[src/hdl/wdps_pkg.sv]
// Package of constants and types for the watchdog period selection block.
package wdps_pkg;

    // ------------------------------------------------------------------
    // Configuration field layout and codes
    // ------------------------------------------------------------------
    localparam int PS_W = 5;
    localparam int CS_W = 3;
    localparam int MODE_W = 2;
    localparam logic [PS_W-1:0] PS_ERASED = 5'h1f;
    localparam logic [PS_W-1:0] PS_SW_DEFAULT = 5'h0b;
    localparam logic [PS_W-1:0] PS_MIN_CODE = 5'h13;
    localparam logic [PS_W-1:0] PS_MAX_RATIO = 5'h12;
    localparam logic [CS_W-1:0] CS_ERASED = 3'h7;
    localparam logic [CS_W-1:0] CS_LFINT = 3'h0;
    localparam logic [CS_W-1:0] CS_MFINT = 3'h1;
    localparam logic [CS_W-1:0] CS_SOSC = 3'h2;
    localparam logic [CS_W-1:0] CS_SOFT = 3'h7;
    localparam logic [MODE_W-1:0] MODE_ERASED = 2'h3;
    localparam logic [MODE_W-1:0] MODE_OFF = 2'h0;
    localparam logic [MODE_W-1:0] MODE_SOFT = 2'h1;
    localparam logic [MODE_W-1:0] MODE_AWAKE = 2'h2;
    localparam logic [MODE_W-1:0] MODE_ON = 2'h3;

    // ------------------------------------------------------------------
    // Prescaler: divider is 2^(5+code), counter holds up to 2^23-1
    // ------------------------------------------------------------------
    localparam int CNT_W = 23;
    localparam logic [PS_W-1:0] PS_TOP_IDX = 5'h12;
    localparam logic [1:0] LOAD_WAIT = 2'h2;

    // ------------------------------------------------------------------
    // Register map (byte addresses) and fields
    // ------------------------------------------------------------------
    localparam logic [7:0] ADR_CTRL = 8'h00;
    localparam logic [7:0] ADR_STATUS = 8'h04;
    localparam logic [7:0] ADR_KICK = 8'h08;
    localparam logic [7:0] ADR_IRQ_STAT = 8'h0c;
    localparam logic [7:0] ADR_IRQ_MASK = 8'h10;
    localparam int CTRL_EN_BIT = 0;
    localparam int CTRL_PS_LSB = 1;
    localparam int CTRL_CS_LSB = 6;
    localparam int IRQ_W = 2;
    localparam int IRQ_TIMEOUT = 0;
    localparam int IRQ_REFUSED = 1;
    localparam logic CTRL_EN_RST = 1'b0;
    localparam logic [IRQ_W-1:0] IRQ_MASK_RST = 2'h0;

    // Load sequence of the configuration capture.
    typedef enum logic [1:0] {WDPS_WAIT, WDPS_RUN} wdps_state_t;

endpackage : wdps_pkg

[src/hdl/wdps_top.sv]
// Watchdog period selection, clock and mode decode, prescaler and registers.
//
// Summary of operation
// A 5-bit configuration field selects the watchdog prescaler divide ratio.
// Codes 00000..10010 load unchanged at reset; divider 2^(5+code), locked.
// Code 11111 loads 01011 (1:65536) and lets software rewrite the period.
// Blank configuration reads all ones, giving the software-controlled default.
// Code 10011 copies unchanged, gives divider 1:32, no software control.
// Undocumented codes 10100..11110 act as minimum divider without software control.
// Clock source 000 counts the low-frequency internal oscillator ticks.
// Mode 11 always runs, 00 disabled, 01 follows the software enable.
//
// Our own choices: the Wishbone register port and the register addresses.
module wdps_top (
    input wire logic clk_i,
    input wire logic rst_i,
    input wire logic [4:0] period_select_cfg_i,
    input wire logic [2:0] clock_source_cfg_i,
    input wire logic [1:0] operating_mode_cfg_i,
    input wire logic low_freq_internal_osc_i,
    input wire logic mid_freq_internal_osc_i,
    input wire logic secondary_osc_i,
    input wire logic sleep_i,
    input wire logic wb_cyc_i,
    input wire logic wb_stb_i,
    input wire logic wb_we_i,
    input wire logic [7:0] wb_adr_i,
    input wire logic [3:0] wb_sel_i,
    input wire logic [31:0] wb_dat_i,
    output logic wb_ack_o,
    output logic [31:0] wb_dat_o,
    output logic irq_o,
    output logic wdog_timeout_o,
    output logic [4:0] period_select_run_o
);

    // ------------------------------------------------------------------
    // Input synchronisers
    // ------------------------------------------------------------------

    // Configuration and oscillator pins come from other domains.
    // erased value
    logic [9:0] cfg_s1_ff;
    logic [9:0] cfg_s2_ff;
    logic [3:0] osc_s1_ff;
    logic [3:0] osc_s2_ff;
    logic [2:0] osc_d_ff;
    always_ff @(posedge clk_i) begin
        if (rst_i) begin
            cfg_s1_ff <= {wdps_pkg::PS_ERASED, wdps_pkg::CS_ERASED, wdps_pkg::MODE_ERASED};
            cfg_s2_ff <= {wdps_pkg::PS_ERASED, wdps_pkg::CS_ERASED, wdps_pkg::MODE_ERASED};
            osc_s1_ff <= 4'h0;
            osc_s2_ff <= 4'h0;
            osc_d_ff <= 3'h0;
        end else begin
            cfg_s1_ff <= {period_select_cfg_i, clock_source_cfg_i, operating_mode_cfg_i};
            cfg_s2_ff <= cfg_s1_ff;
            osc_s1_ff <= {sleep_i, secondary_osc_i, mid_freq_internal_osc_i,
                          low_freq_internal_osc_i};
            osc_s2_ff <= osc_s1_ff;
            osc_d_ff <= osc_s2_ff[2:0];
        end
    end

    logic [4:0] cfg_ps;
    logic [2:0] cfg_cs;
    logic [1:0] cfg_mode;
    logic sleep_s;
    logic [2:0] osc_rise;
    assign cfg_ps = cfg_s2_ff[9:5];
    assign cfg_cs = cfg_s2_ff[4:2];
    assign cfg_mode = cfg_s2_ff[1:0];
    assign sleep_s = osc_s2_ff[3];
    assign osc_rise = osc_s2_ff[2:0] & ~osc_d_ff;

    // ------------------------------------------------------------------
    // Power-on capture of the period selection
    // ------------------------------------------------------------------

    // The field is taken only once the synchronisers hold settled data,
    // so a reset release never captures a half-updated code.
    wdps_pkg::wdps_state_t state_ff;
    wdps_pkg::wdps_state_t nxt_state;
    logic [1:0] wait_ff;
    logic [1:0] nxt_wait;
    logic [4:0] ps_run_ff;
    logic [4:0] nxt_ps_run;
    logic sw_ps_ff;
    logic nxt_sw_ps;
    logic [2:0] cs_ff;
    logic [2:0] nxt_cs;
    logic [1:0] mode_ff;
    logic [1:0] nxt_mode;
    logic ps_wr;
    logic [4:0] ps_wr_val;

    always_comb begin
        nxt_state = state_ff;
        nxt_wait = wait_ff;
        nxt_ps_run = ps_run_ff;
        nxt_sw_ps = sw_ps_ff;
        nxt_cs = cs_ff;
        nxt_mode = mode_ff;
        case (state_ff)
            wdps_pkg::WDPS_WAIT: begin
                nxt_wait = wait_ff + 2'h1;
                if (wait_ff == wdps_pkg::LOAD_WAIT) begin
                    nxt_state = wdps_pkg::WDPS_RUN;
                    nxt_cs = cfg_cs;
                    nxt_mode = cfg_mode;
                    // field decode
                    if (cfg_ps == wdps_pkg::PS_ERASED) begin
                        // software default
                        nxt_ps_run = wdps_pkg::PS_SW_DEFAULT;
                        nxt_sw_ps = 1'b1;
                    end else if (cfg_ps <= wdps_pkg::PS_MAX_RATIO) begin
                        // locked copy
                        nxt_ps_run = cfg_ps;
                        nxt_sw_ps = 1'b0;
                    end else begin
                        // minimum divider
                        nxt_ps_run = wdps_pkg::PS_MIN_CODE;
                        nxt_sw_ps = 1'b0;
                    end
                end
            end
            wdps_pkg::WDPS_RUN: begin
                // software rewrite
                if (ps_wr && sw_ps_ff) begin
                    nxt_ps_run = ps_wr_val;
                end
            end
            default: begin
                nxt_state = wdps_pkg::WDPS_WAIT;
            end
        endcase
    end

    // reset default
    always_ff @(posedge clk_i) begin
        if (rst_i) begin
            state_ff <= wdps_pkg::WDPS_WAIT;
            wait_ff <= 2'h0;
            ps_run_ff <= wdps_pkg::PS_SW_DEFAULT;
            sw_ps_ff <= 1'b1;
            cs_ff <= wdps_pkg::CS_ERASED;
            mode_ff <= wdps_pkg::MODE_ERASED;
        end else begin
            state_ff <= nxt_state;
            wait_ff <= nxt_wait;
            ps_run_ff <= nxt_ps_run;
            sw_ps_ff <= nxt_sw_ps;
            cs_ff <= nxt_cs;
            mode_ff <= nxt_mode;
        end
    end

    // ------------------------------------------------------------------
    // Reference selection, run decision and prescaler
    // ------------------------------------------------------------------

    logic sw_en_ff;
    logic [2:0] sw_cs_ff;
    logic [2:0] eff_cs;
    logic tick;
    logic running;
    logic [4:0] ratio_idx;
    logic [22:0] limit;

    // Reserved source codes fall back to the low-frequency oscillator.
    always_comb begin
        eff_cs = (cs_ff == wdps_pkg::CS_SOFT) ? sw_cs_ff : cs_ff;
        case (eff_cs)
            // low-frequency reference
            wdps_pkg::CS_LFINT: tick = osc_rise[0];
            wdps_pkg::CS_MFINT: tick = osc_rise[1];
            wdps_pkg::CS_SOSC: tick = osc_rise[2];
            default: tick = osc_rise[0];
        endcase
        // operating mode
        case (mode_ff)
            wdps_pkg::MODE_ON: running = 1'b1;
            wdps_pkg::MODE_AWAKE: running = ~sleep_s;
            wdps_pkg::MODE_SOFT: running = sw_en_ff;
            default: running = 1'b0;
        endcase
        running = running && (state_ff == wdps_pkg::WDPS_RUN);
        // minimum ratio
        ratio_idx = (ps_run_ff > wdps_pkg::PS_MAX_RATIO) ? 5'h00 : ps_run_ff;
        // divider two to five plus code
        limit = {23{1'b1}} >> (wdps_pkg::PS_TOP_IDX - ratio_idx);
    end

    logic [22:0] cnt_ff;
    logic [22:0] nxt_cnt;
    logic timeout_ff;
    logic nxt_timeout;
    logic kick;

    // A kick or a stop restarts the whole period, never a partial one.
    always_comb begin
        nxt_cnt = cnt_ff;
        nxt_timeout = 1'b0;
        if (!running || kick) begin
            nxt_cnt = 23'h0;
        end else if (tick) begin
            if (cnt_ff >= limit) begin
                nxt_cnt = 23'h0;
                nxt_timeout = 1'b1;
            end else begin
                nxt_cnt = cnt_ff + 23'h1;
            end
        end
    end

    always_ff @(posedge clk_i) begin
        if (rst_i) begin
            cnt_ff <= 23'h0;
            timeout_ff <= 1'b0;
        end else begin
            cnt_ff <= nxt_cnt;
            timeout_ff <= nxt_timeout;
        end
    end

    // ------------------------------------------------------------------
    // Wishbone slave and interrupt registers
    // ------------------------------------------------------------------

    logic req;
    logic wr;
    logic refused;
    logic ack_ff;
    logic [31:0] dat_ff;
    logic [31:0] nxt_dat;
    logic nxt_sw_en;
    logic [2:0] nxt_sw_cs;
    logic [1:0] stat_ff;
    logic [1:0] nxt_stat;
    logic [1:0] mask_ff;
    logic [1:0] nxt_mask;
    logic irq_ff;
    logic [1:0] events;

    assign req = wb_cyc_i && wb_stb_i && !ack_ff;
    assign wr = req && wb_we_i;
    assign ps_wr = wr && (wb_adr_i == wdps_pkg::ADR_CTRL) && wb_sel_i[0];
    assign ps_wr_val = wb_dat_i[wdps_pkg::CTRL_PS_LSB +: 5];
    // locked period refuses writes
    assign refused = ps_wr && !sw_ps_ff && (state_ff == wdps_pkg::WDPS_RUN);
    assign kick = wr && (wb_adr_i == wdps_pkg::ADR_KICK) && wb_sel_i[0] && wb_dat_i[0];
    assign events = {refused, timeout_ff};

    // Set beats clear so an event landing on its own clear is kept.
    always_comb begin
        nxt_sw_en = sw_en_ff;
        nxt_sw_cs = sw_cs_ff;
        nxt_stat = stat_ff;
        nxt_mask = mask_ff;
        nxt_dat = 32'h0;
        if (wr) begin
            case (wb_adr_i)
                wdps_pkg::ADR_CTRL: begin
                    if (wb_sel_i[0]) begin
                        nxt_sw_en = wb_dat_i[wdps_pkg::CTRL_EN_BIT];
                    end
                    if (wb_sel_i[0] && wb_sel_i[1]) begin
                        nxt_sw_cs = wb_dat_i[wdps_pkg::CTRL_CS_LSB +: 3];
                    end
                end
                wdps_pkg::ADR_IRQ_STAT: begin
                    if (wb_sel_i[0]) begin
                        nxt_stat = stat_ff & ~wb_dat_i[1:0];
                    end
                end
                wdps_pkg::ADR_IRQ_MASK: begin
                    if (wb_sel_i[0]) begin
                        nxt_mask = wb_dat_i[1:0];
                    end
                end
                default: begin
                    nxt_mask = mask_ff;
                end
            endcase
        end else if (req) begin
            case (wb_adr_i)
                wdps_pkg::ADR_CTRL: begin
                    nxt_dat = {23'h0, sw_cs_ff, ps_run_ff, sw_en_ff};
                end
                wdps_pkg::ADR_STATUS: begin
                    nxt_dat = {20'h0, mode_ff, eff_cs, running, sw_ps_ff, ps_run_ff};
                end
                wdps_pkg::ADR_IRQ_STAT: begin
                    nxt_dat = {30'h0, stat_ff};
                end
                wdps_pkg::ADR_IRQ_MASK: begin
                    nxt_dat = {30'h0, mask_ff};
                end
                default: begin
                    nxt_dat = 32'h0;
                end
            endcase
        end
        nxt_stat = nxt_stat | events;
    end

    always_ff @(posedge clk_i) begin
        if (rst_i) begin
            ack_ff <= 1'b0;
            dat_ff <= 32'h0;
            sw_en_ff <= wdps_pkg::CTRL_EN_RST;
            sw_cs_ff <= wdps_pkg::CS_LFINT;
            stat_ff <= 2'h0;
            mask_ff <= wdps_pkg::IRQ_MASK_RST;
            irq_ff <= 1'b0;
        end else begin
            ack_ff <= req;
            dat_ff <= nxt_dat;
            sw_en_ff <= nxt_sw_en;
            sw_cs_ff <= nxt_sw_cs;
            stat_ff <= nxt_stat;
            mask_ff <= nxt_mask;
            irq_ff <= |(nxt_stat & nxt_mask);
        end
    end

    assign wb_ack_o = ack_ff;
    assign wb_dat_o = dat_ff;
    assign irq_o = irq_ff;
    assign wdog_timeout_o = timeout_ff;
    assign period_select_run_o = ps_run_ff;

endmodule // wdps_top

[config.mk]
export PLATFORM = sky130hd
export DESIGN_NAME = wdps_top
export DESIGN_NICKNAME = d
export VERILOG_FILES = /design/src/hdl/wdps_pkg.sv /design/src/hdl/wdps_top.sv
export SDC_FILE = /design/constraint.sdc
export NUM_CORES = 1
export LEC_CHECK = 0
export BUFFER_PORTS_ARGS = -buffer_cell sky130_fd_sc_hd__buf_2
export CAP_MARGIN = 20
export CORE_MARGIN = 2
export CORE_UTILIZATION = 40
export CTS_BUF_LIST = sky130_fd_sc_hd__clkbuf_8
export CTS_CLUSTER_DIAMETER = 100
export DETAILED_ROUTE_END_ITERATION = 12
export MAX_ROUTING_LAYER = met4
export SYNTH_ARGS = -nofsm -noshare
export SYNTH_HDL_FRONTEND = slang
export SYNTH_SLANG_ARGS = --single-unit
[constraint.sdc]
create_clock -name clk_i -period 5.2 [get_ports clk_i]
set_clock_uncertainty 0.15 [all_clocks]
set_input_delay 0.78 -clock clk_i [delete_from_list [all_inputs] [get_ports clk_i]]
set_output_delay 0.78 -clock clk_i [all_outputs]
set_load 0.02 [all_outputs]
==> impl_metrics.ini, run 1 <==
[yosys]
seq_area_frac_synth = 0.363
synth_mux_area_frac = 0.0165
synth_flop_cell = dfxtp_1
yosysWarningCount = 0
synth_compound_area_frac = 0.182
synthSimpleGateAreaFrac = 0.291
yosys.cell_types.count = 61
synth.cell_area_um2 = 5010
synth_edf_count = 0
synth-async-reset-ratio = 0
postSynthAreaPerCell_um2 = 8.33
synth_top_family_by_area = simple AND/OR/NAND/NOR gates
synthCells = 602
ys_seq_elements = 91
synth_xor_area_frac = 0.00873
synthAdderAreaFrac = 0.0674

[clock_network]
root_buffer = clkbuf_8
cts_setup_buffers = 0
cts.repair.resized = 0
holdBufCountCts = 0
clockBufferDepth = 2
cts_tree = built
clock_sinks = 91
cts_buffers = 9
h-tree-depth = 3
clk_latency_ns = 0.37
cts.clk_slew.worst_paths_ns = 0.10

[route]
drt-pass1-iter-count = 7
drtIter0Drc = 238
postRouteAntennaNets = 0
routed-via-count = 4437
totalWireLength_mm = 12.0
route.detailed.drc = 0
wl_per_cell_um = 14.7
viasPerCell = 5.46

[worst_hold_path]
hp-class = reg2reg
hold_depth = 1
holdPathEnd = cfg_s2_ff[7]$_SDFF_PP1_
min_from = cfg_s1_ff[7]$_SDFF_PP1_

[floorplanning]
rows = 40
die_w_um = 116
dieArea_um2 = 13400
initial_utilization = 0.414
core_area_um2 = 12100
dieHeight_um = 116
pin_count = 103

[global_route]
grt_pass1_vias = 4103
antenna_found_initial = 0
track_usage = 0.189
globalRouteOverflowTotal = 0
grt_pass1_wl_mm = 19.5
grt_max_degree = 57

[timing]
setup_viol = 0
fmaxAchievable_mhz = 212
slew_headroom = 0.290
hold_viol_final = 0
tightest_slew_ns = 1.06
rsz0062_at_grt = false
setup_slack_ns = 0.489
finalSetupTns_ns = 0
slew_violations = 0
holdWs_ns = 0.265
fin_crit_sh = 0.906
period_minus_slack_ns = 4.71

[worst_setup_path]
crit_required_ns = 5.34
critPathCaptureType = flop
reg2reg_depth = 17
slowest_stage = a31oi_2
max_stage_delay_ns = 0.48
critPathKind = reg2reg
cp-start-kind = flop
rrSetupSlack_ns = 0.49
r2r-start = period_select_run_o[2]$_SDFFE_PP0P_
cp.arrival_ns = 4.85
path_cells = or2_2 > o21ai_0 > and2_1 > ha_1 > nand2b_1 > o21ai_0 > a221o_1 > a21oi_1 > ha_1 > a21oi_1 > o21ai_0 > a221o_1 > a31oi_2 > buf_6 > buf_4 > nand2_1 > o31ai_1
cp_max_fo = 15
crit_top_cell = o21ai_0
r2r_end = cnt_ff[7]$_SDFFE_PP0N_

[cells_and_area]
multi_input_area_um2 = 2920
syn2layout_area_growth_pct = 11.5
drive_gt1_frac = 0.184
final_nets = 730
fillCellCount = 1200
n_antenna_cell = 0
ff_latch_area_um2 = 1820

[pwr]
p_leak_nw = 2.29
powerDensity_nw_per_um2 = 386
ir_drop_mv = 0.278

[placed_design]
hpwl_mm = 8.73
place_ws_ns = 0.255
gp_congestion = 0.793
port_buffers = 57

[status]
run_status = completed

[flow_run]
drv_cap = 0
## synth_stat cells, types with 4 or more instances
cell,count,area [µm²]
inv_1,11,41.3
nand4b_1,4,35.0
nand4_1,19,119
or2_2,26,163
nand3_1,23,115
nor2b_1,24,150
o211ai_1,9,67.6
a31oi_1,9,56.3
nor3b_1,5,37.5
and2_1,9,56.3
nand2b_1,9,56.3
o21ai_0,19,95.1
clkbuf_1,32,120
nand2_1,58,218
a21oi_1,40,200
dfxtp_1,91,1820
and3_1,7,43.8
and4_1,4,35.0
a32o_1,5,50.1
ha_1,27,338
nor4_1,9,56.3
buf_4,21,158
a211o_1,8,70.1
buf_2,6,30.0
nor3_1,9,45.0
o21a_1,6,45.0
a41o_1,5,50.1
a22oi_1,6,45.0
nor2_1,43,161
nand3b_1,4,30.0
mux2i_1,6,60.1
## kinds of logic after synthesis
logic type | Yosys count
buffers and inverters | 71
muxes | 8
DFF | 91
xor gates and xnor gates | 5
adders and majority gates | 27
other | 1
and+or+nand+nor | 266
AOI/OAI and AO/OA | 133
## sequential cells by signal, indices dropped and copies added (netlist names)
register	flops
cnt_ff	23
wb_dat_o	12
cfg_s1_ff	10
cfg_s2_ff	10
period_select_run_o	5
osc_s1_ff	4
osc_s2_ff	4
cs_ff	3
osc_d_ff	3
sw_cs_ff	3
mask_ff	2
mode_ff	2
stat_ff	2
wait_ff	2
irq_o	1
state_ff	1
sw_en_ff	1
sw_ps_ff	1
wb_ack_o	1
wdog_timeout_o	1
## cell usage in the layout, fill, tap and decap left out, drive strengths merged, types with 5 or more instances in the layout
cell type / count
ha: 27
nand2b: 9
clkbuf: 9
or2: 26
a211o: 8
inv: 16
a21oi: 40
nand3: 23
nor2b: 24
nor3: 9
dfxtp: 91
a22oi: 6
nor4: 11
mux2i: 6
a31oi: 10
a32o: 5
nor2: 43
conb: 20
a41o: 5
o21ai: 19
buf: 68
o21a: 6
nand2: 58
and3: 7
nor3b: 5
o211ai: 9
and2: 10
nand4: 19
## worst max-delay path: cells and delay by family (launching register included)
| kind | cells | cell delay (ns) |
|---|---|---|
| AO/OA/AOI/OAI | 9 | 2.09 |
| flip-flops | 1 | 0.32 |
| AND/OR/NAND/NOR | 4 | 0.94 |
| adder cells (fa/ha/maj) | 2 | 0.68 |
| buffers and inverters | 2 | 0.44 |
## how the worst max path moves through the flow
| stage | slack, ns | to | cells after the start | startpoint |
|---|---|---|---|---|
| global route | 0.04 | cnt_ff[7]$_SDFFE_PP0N_ | 17 | period_select_run_o[2]$_SDFFE_PP0P_ |
| global placement | 0.36 | cnt_ff[7]$_SDFFE_PP0N_ | 16 | period_select_run_o[2]$_SDFFE_PP0P_ |
| CTS | 0.23 | cnt_ff[7]$_SDFFE_PP0N_ | 16 | period_select_run_o[2]$_SDFFE_PP0P_ |
| floorplan | 0.71 | cnt_ff[4]$_SDFFE_PP0N_ | 18 | period_select_run_o[4]$_SDFFE_PP0P_ |
| detailed placement | 0.25 | cnt_ff[7]$_SDFFE_PP0N_ | 16 | period_select_run_o[2]$_SDFFE_PP0P_ |
| finish | 0.49 | cnt_ff[7]$_SDFFE_PP0N_ | 17 | period_select_run_o[2]$_SDFFE_PP0P_ |
## power breakdown
group          switching (mW)  internal (mW)  leakage, nW
Combinational           0.484          0.341         1.44
Sequential             0.0669          0.746        0.742
Clock                   0.283          0.237        0.110
Total                   0.835           1.32         2.29
## per-stage QoR
stage	std cells	total power, mW	instance area (µm²)	utilization
after floorplan	621	1.46	5080	-
after global placement	796	1.62	5360	0.443
after detailed placement	796	1.65	5360	0.443
after CTS	812	2.17	5580	0.460
after global routing	813	2.32	5590	0.461
final	813	2.16	5590	0.461
## cell type report
cell class	count	share of cell area
Multi-Input combinational cell	459	0.522
Sequential cell	91	0.326
Inverter	11	0.00739
Tap cell	168	0.0376
Clock buffer	9	0.0222
Timing Repair Buffer	68	0.0687
Clock inverter	7	0.0161
## layer usage
metal	wire [µm]	vias up	track usage
li1	-	2225	-
met1	5390	2054	0.236
met2	5770	131	0.302
met3	516	27	0.0293
met4	281	0	0.0841
met5	0	-	-
(Power assumes the default switching activity.)
==> run 2, diff against run 1 <==
--- a/config.mk
+++ b/config.mk
@@ -9,7 +9,7 @@
 export CAP_MARGIN = 20
 export CORE_MARGIN = 2
 export CORE_UTILIZATION = 40
-export CTS_BUF_LIST = sky130_fd_sc_hd__clkbuf_8
+export CTS_BUF_LIST = sky130_fd_sc_hd__clkbuf_4
 export CTS_CLUSTER_DIAMETER = 100
 export DETAILED_ROUTE_END_ITERATION = 12
 export MAX_ROUTING_LAYER = met4
==> run 2 against run 1 <==
Combinational power hardly changed. Non-clock buffer count stayed put. Critical path depth stayed put. Register-to-register slack hardly changed. Sequential share of layout area is 0.33 points higher. First-iteration DRC count is 8.0% higher. Power is 4.2% lower. Critical path type unchanged. Count of clock-buffer cells in the layout stayed put. Via count is 0.68% lower. Flip-flop and latch count stayed put. Final cell count stayed put.
==> impl_metrics.ini, run 2 (synthesis gave the netlist of run 1 again) <==
[pwr]
ir_drop_mv = 0.238
powerDensity_nw_per_um2 = 374
p_total_mw = 2.07
p_leak_nw = 2.26

[floorplanning]
pin_count = 103
rows = 40
die_w_um = 116
initial_utilization = 0.414
dieHeight_um = 116
dieArea_um2 = 13400
core_area_um2 = 12100

[cells_and_area]
final_common_cell = dfxtp_1
fin_area_um2 = 5530
final_nets = 730
syn2layout_area_growth_pct = 10.3
final_cell_mix = dfxtp_1 (91), nand2_1 (58), buf_2 (57), nor2_1 (43), a21oi_1 (40)
largest-register = cnt_ff
n_antenna_cell = 0
drive_gt1_frac = 0.184
layout.cells.non_filler = 813
largest_reg_flops = 23
fin_util = 0.457

[clock_network]
cts_buffers = 9
clock_sinks = 91
root_buffer = clkbuf_4
cts.clk_slew.worst_paths_ns = 0.15
clk_latency_ns = 0.47
cts.repair.resized = 0
clockBufferDepth = 2
holdBufCountCts = 0
cts_setup_buffers = 0
h-tree-depth = 3
cts_tree = built

[route]
wl_per_cell_um = 14.7
drt-pass1-iter-count = 5
routed-via-count = 4407
route.detailed.drc = 0
totalWireLength_mm = 11.9
viasPerCell = 5.42
postRouteAntennaNets = 0
drtIter0Drc = 257

[worst_setup_path]
crit_required_ns = 5.45
cp.arrival_ns = 4.97
critPathCaptureType = flop
cp_max_fo = 15
path_cells = or2_2 > o21ai_0 > and2_1 > ha_1 > nand2b_1 > o21ai_0 > a221o_1 > a21oi_1 > ha_1 > a21oi_1 > o21ai_0 > a221o_1 > a31oi_2 > buf_6 > buf_4 > nand2_1 > o31ai_1
slowest_stage = a31oi_2
critPathKind = reg2reg
crit_top_cell = o21ai_0
max_stage_delay_ns = 0.49
cp-start-kind = flop

[global_route]
antenna_found_initial = 0
grt_pass1_wl_mm = 19.6
globalRouteOverflowTotal = 0
grt_max_degree = 57
track_usage = 0.190
grt_pass1_vias = 4112

[timing]
slew_headroom = 0.281
hold_viol_final = 0
holdWs_ns = 0.277
fmaxAchievable_mhz = 212
rsz0062_at_grt = false
setup_slack_ns = 0.474
tightest_slew_ns = 1.07
slew_violations = 0
finalSetupTns_ns = 0
fin_crit_sh = 0.909
period_minus_slack_ns = 4.73
setup_viol = 0

[placed_design]
gp_congestion = 0.793
port_buffers = 57
place_area_um2 = 5360
dp_cells = 796
place_ws_ns = 0.255
hpwl_mm = 8.73

[worst_hold_path]
hp-class = reg2reg

[status]
run_status = completed

[flow_run]
drv_cap = 0
run 2: cell count changes in the layout (fill, tap and decap cells not counted):
cell,previous run,this run
clkbuf_4,0,9
clkbuf_8,9,0
run 2: layer usage:
metal	vias up	wire length, µm	global-route usage
li1	2226	-	-
met1	2047	5380	0.237
met2	108	5750	0.304
met3	26	517	0.0309
met4	0	279	0.0817
met5	-	0	-
run 2: final timing paths:
check	end	slack, ns	depth (start not counted)	start
max	cnt_ff[7]$_SDFFE_PP0N_	0.47	17	period_select_run_o[2]$_SDFFE_PP0P_
min reg2reg	cfg_s2_ff[7]$_SDFF_PP1_	0.28	1	cfg_s1_ff[7]$_SDFF_PP1_
max reg2reg	cnt_ff[7]$_SDFFE_PP0N_	0.47	17	period_select_run_o[2]$_SDFFE_PP0P_
min	cfg_s2_ff[7]$_SDFF_PP1_	0.28	1	cfg_s1_ff[7]$_SDFF_PP1_
run 2: critical path, delay by kind of cell (launching register included):
| family | cells | cell delay, ns |
|---|---|---|
| flops | 1 | 0.34 |
| simple gates | 4 | 0.94 |
| buf+inv | 2 | 0.44 |
| fa+ha+maj | 2 | 0.69 |
| compound gates | 9 | 2.09 |
run 2: cell type report:
type / instances / area [µm²]
Clock inverter: 7 / 90.1
Fill cell: 1210 / 6580
Timing Repair Buffer: 68 / 384
Inverter: 11 / 41.3
Tap cell: 168 / 210
Multi-Input combinational cell: 459 / 2920
Sequential cell: 91 / 1820
Clock buffer: 9 / 67.6
run 2: where the power goes:
group | switching [mW] | leakage (nW) | internal [mW]
registers | 0.0669 | 0.742 | 0.747
clock network | 0.272 | 0.0869 | 0.161
logic | 0.481 | 1.44 | 0.341
total | 0.820 | 2.26 | 1.25
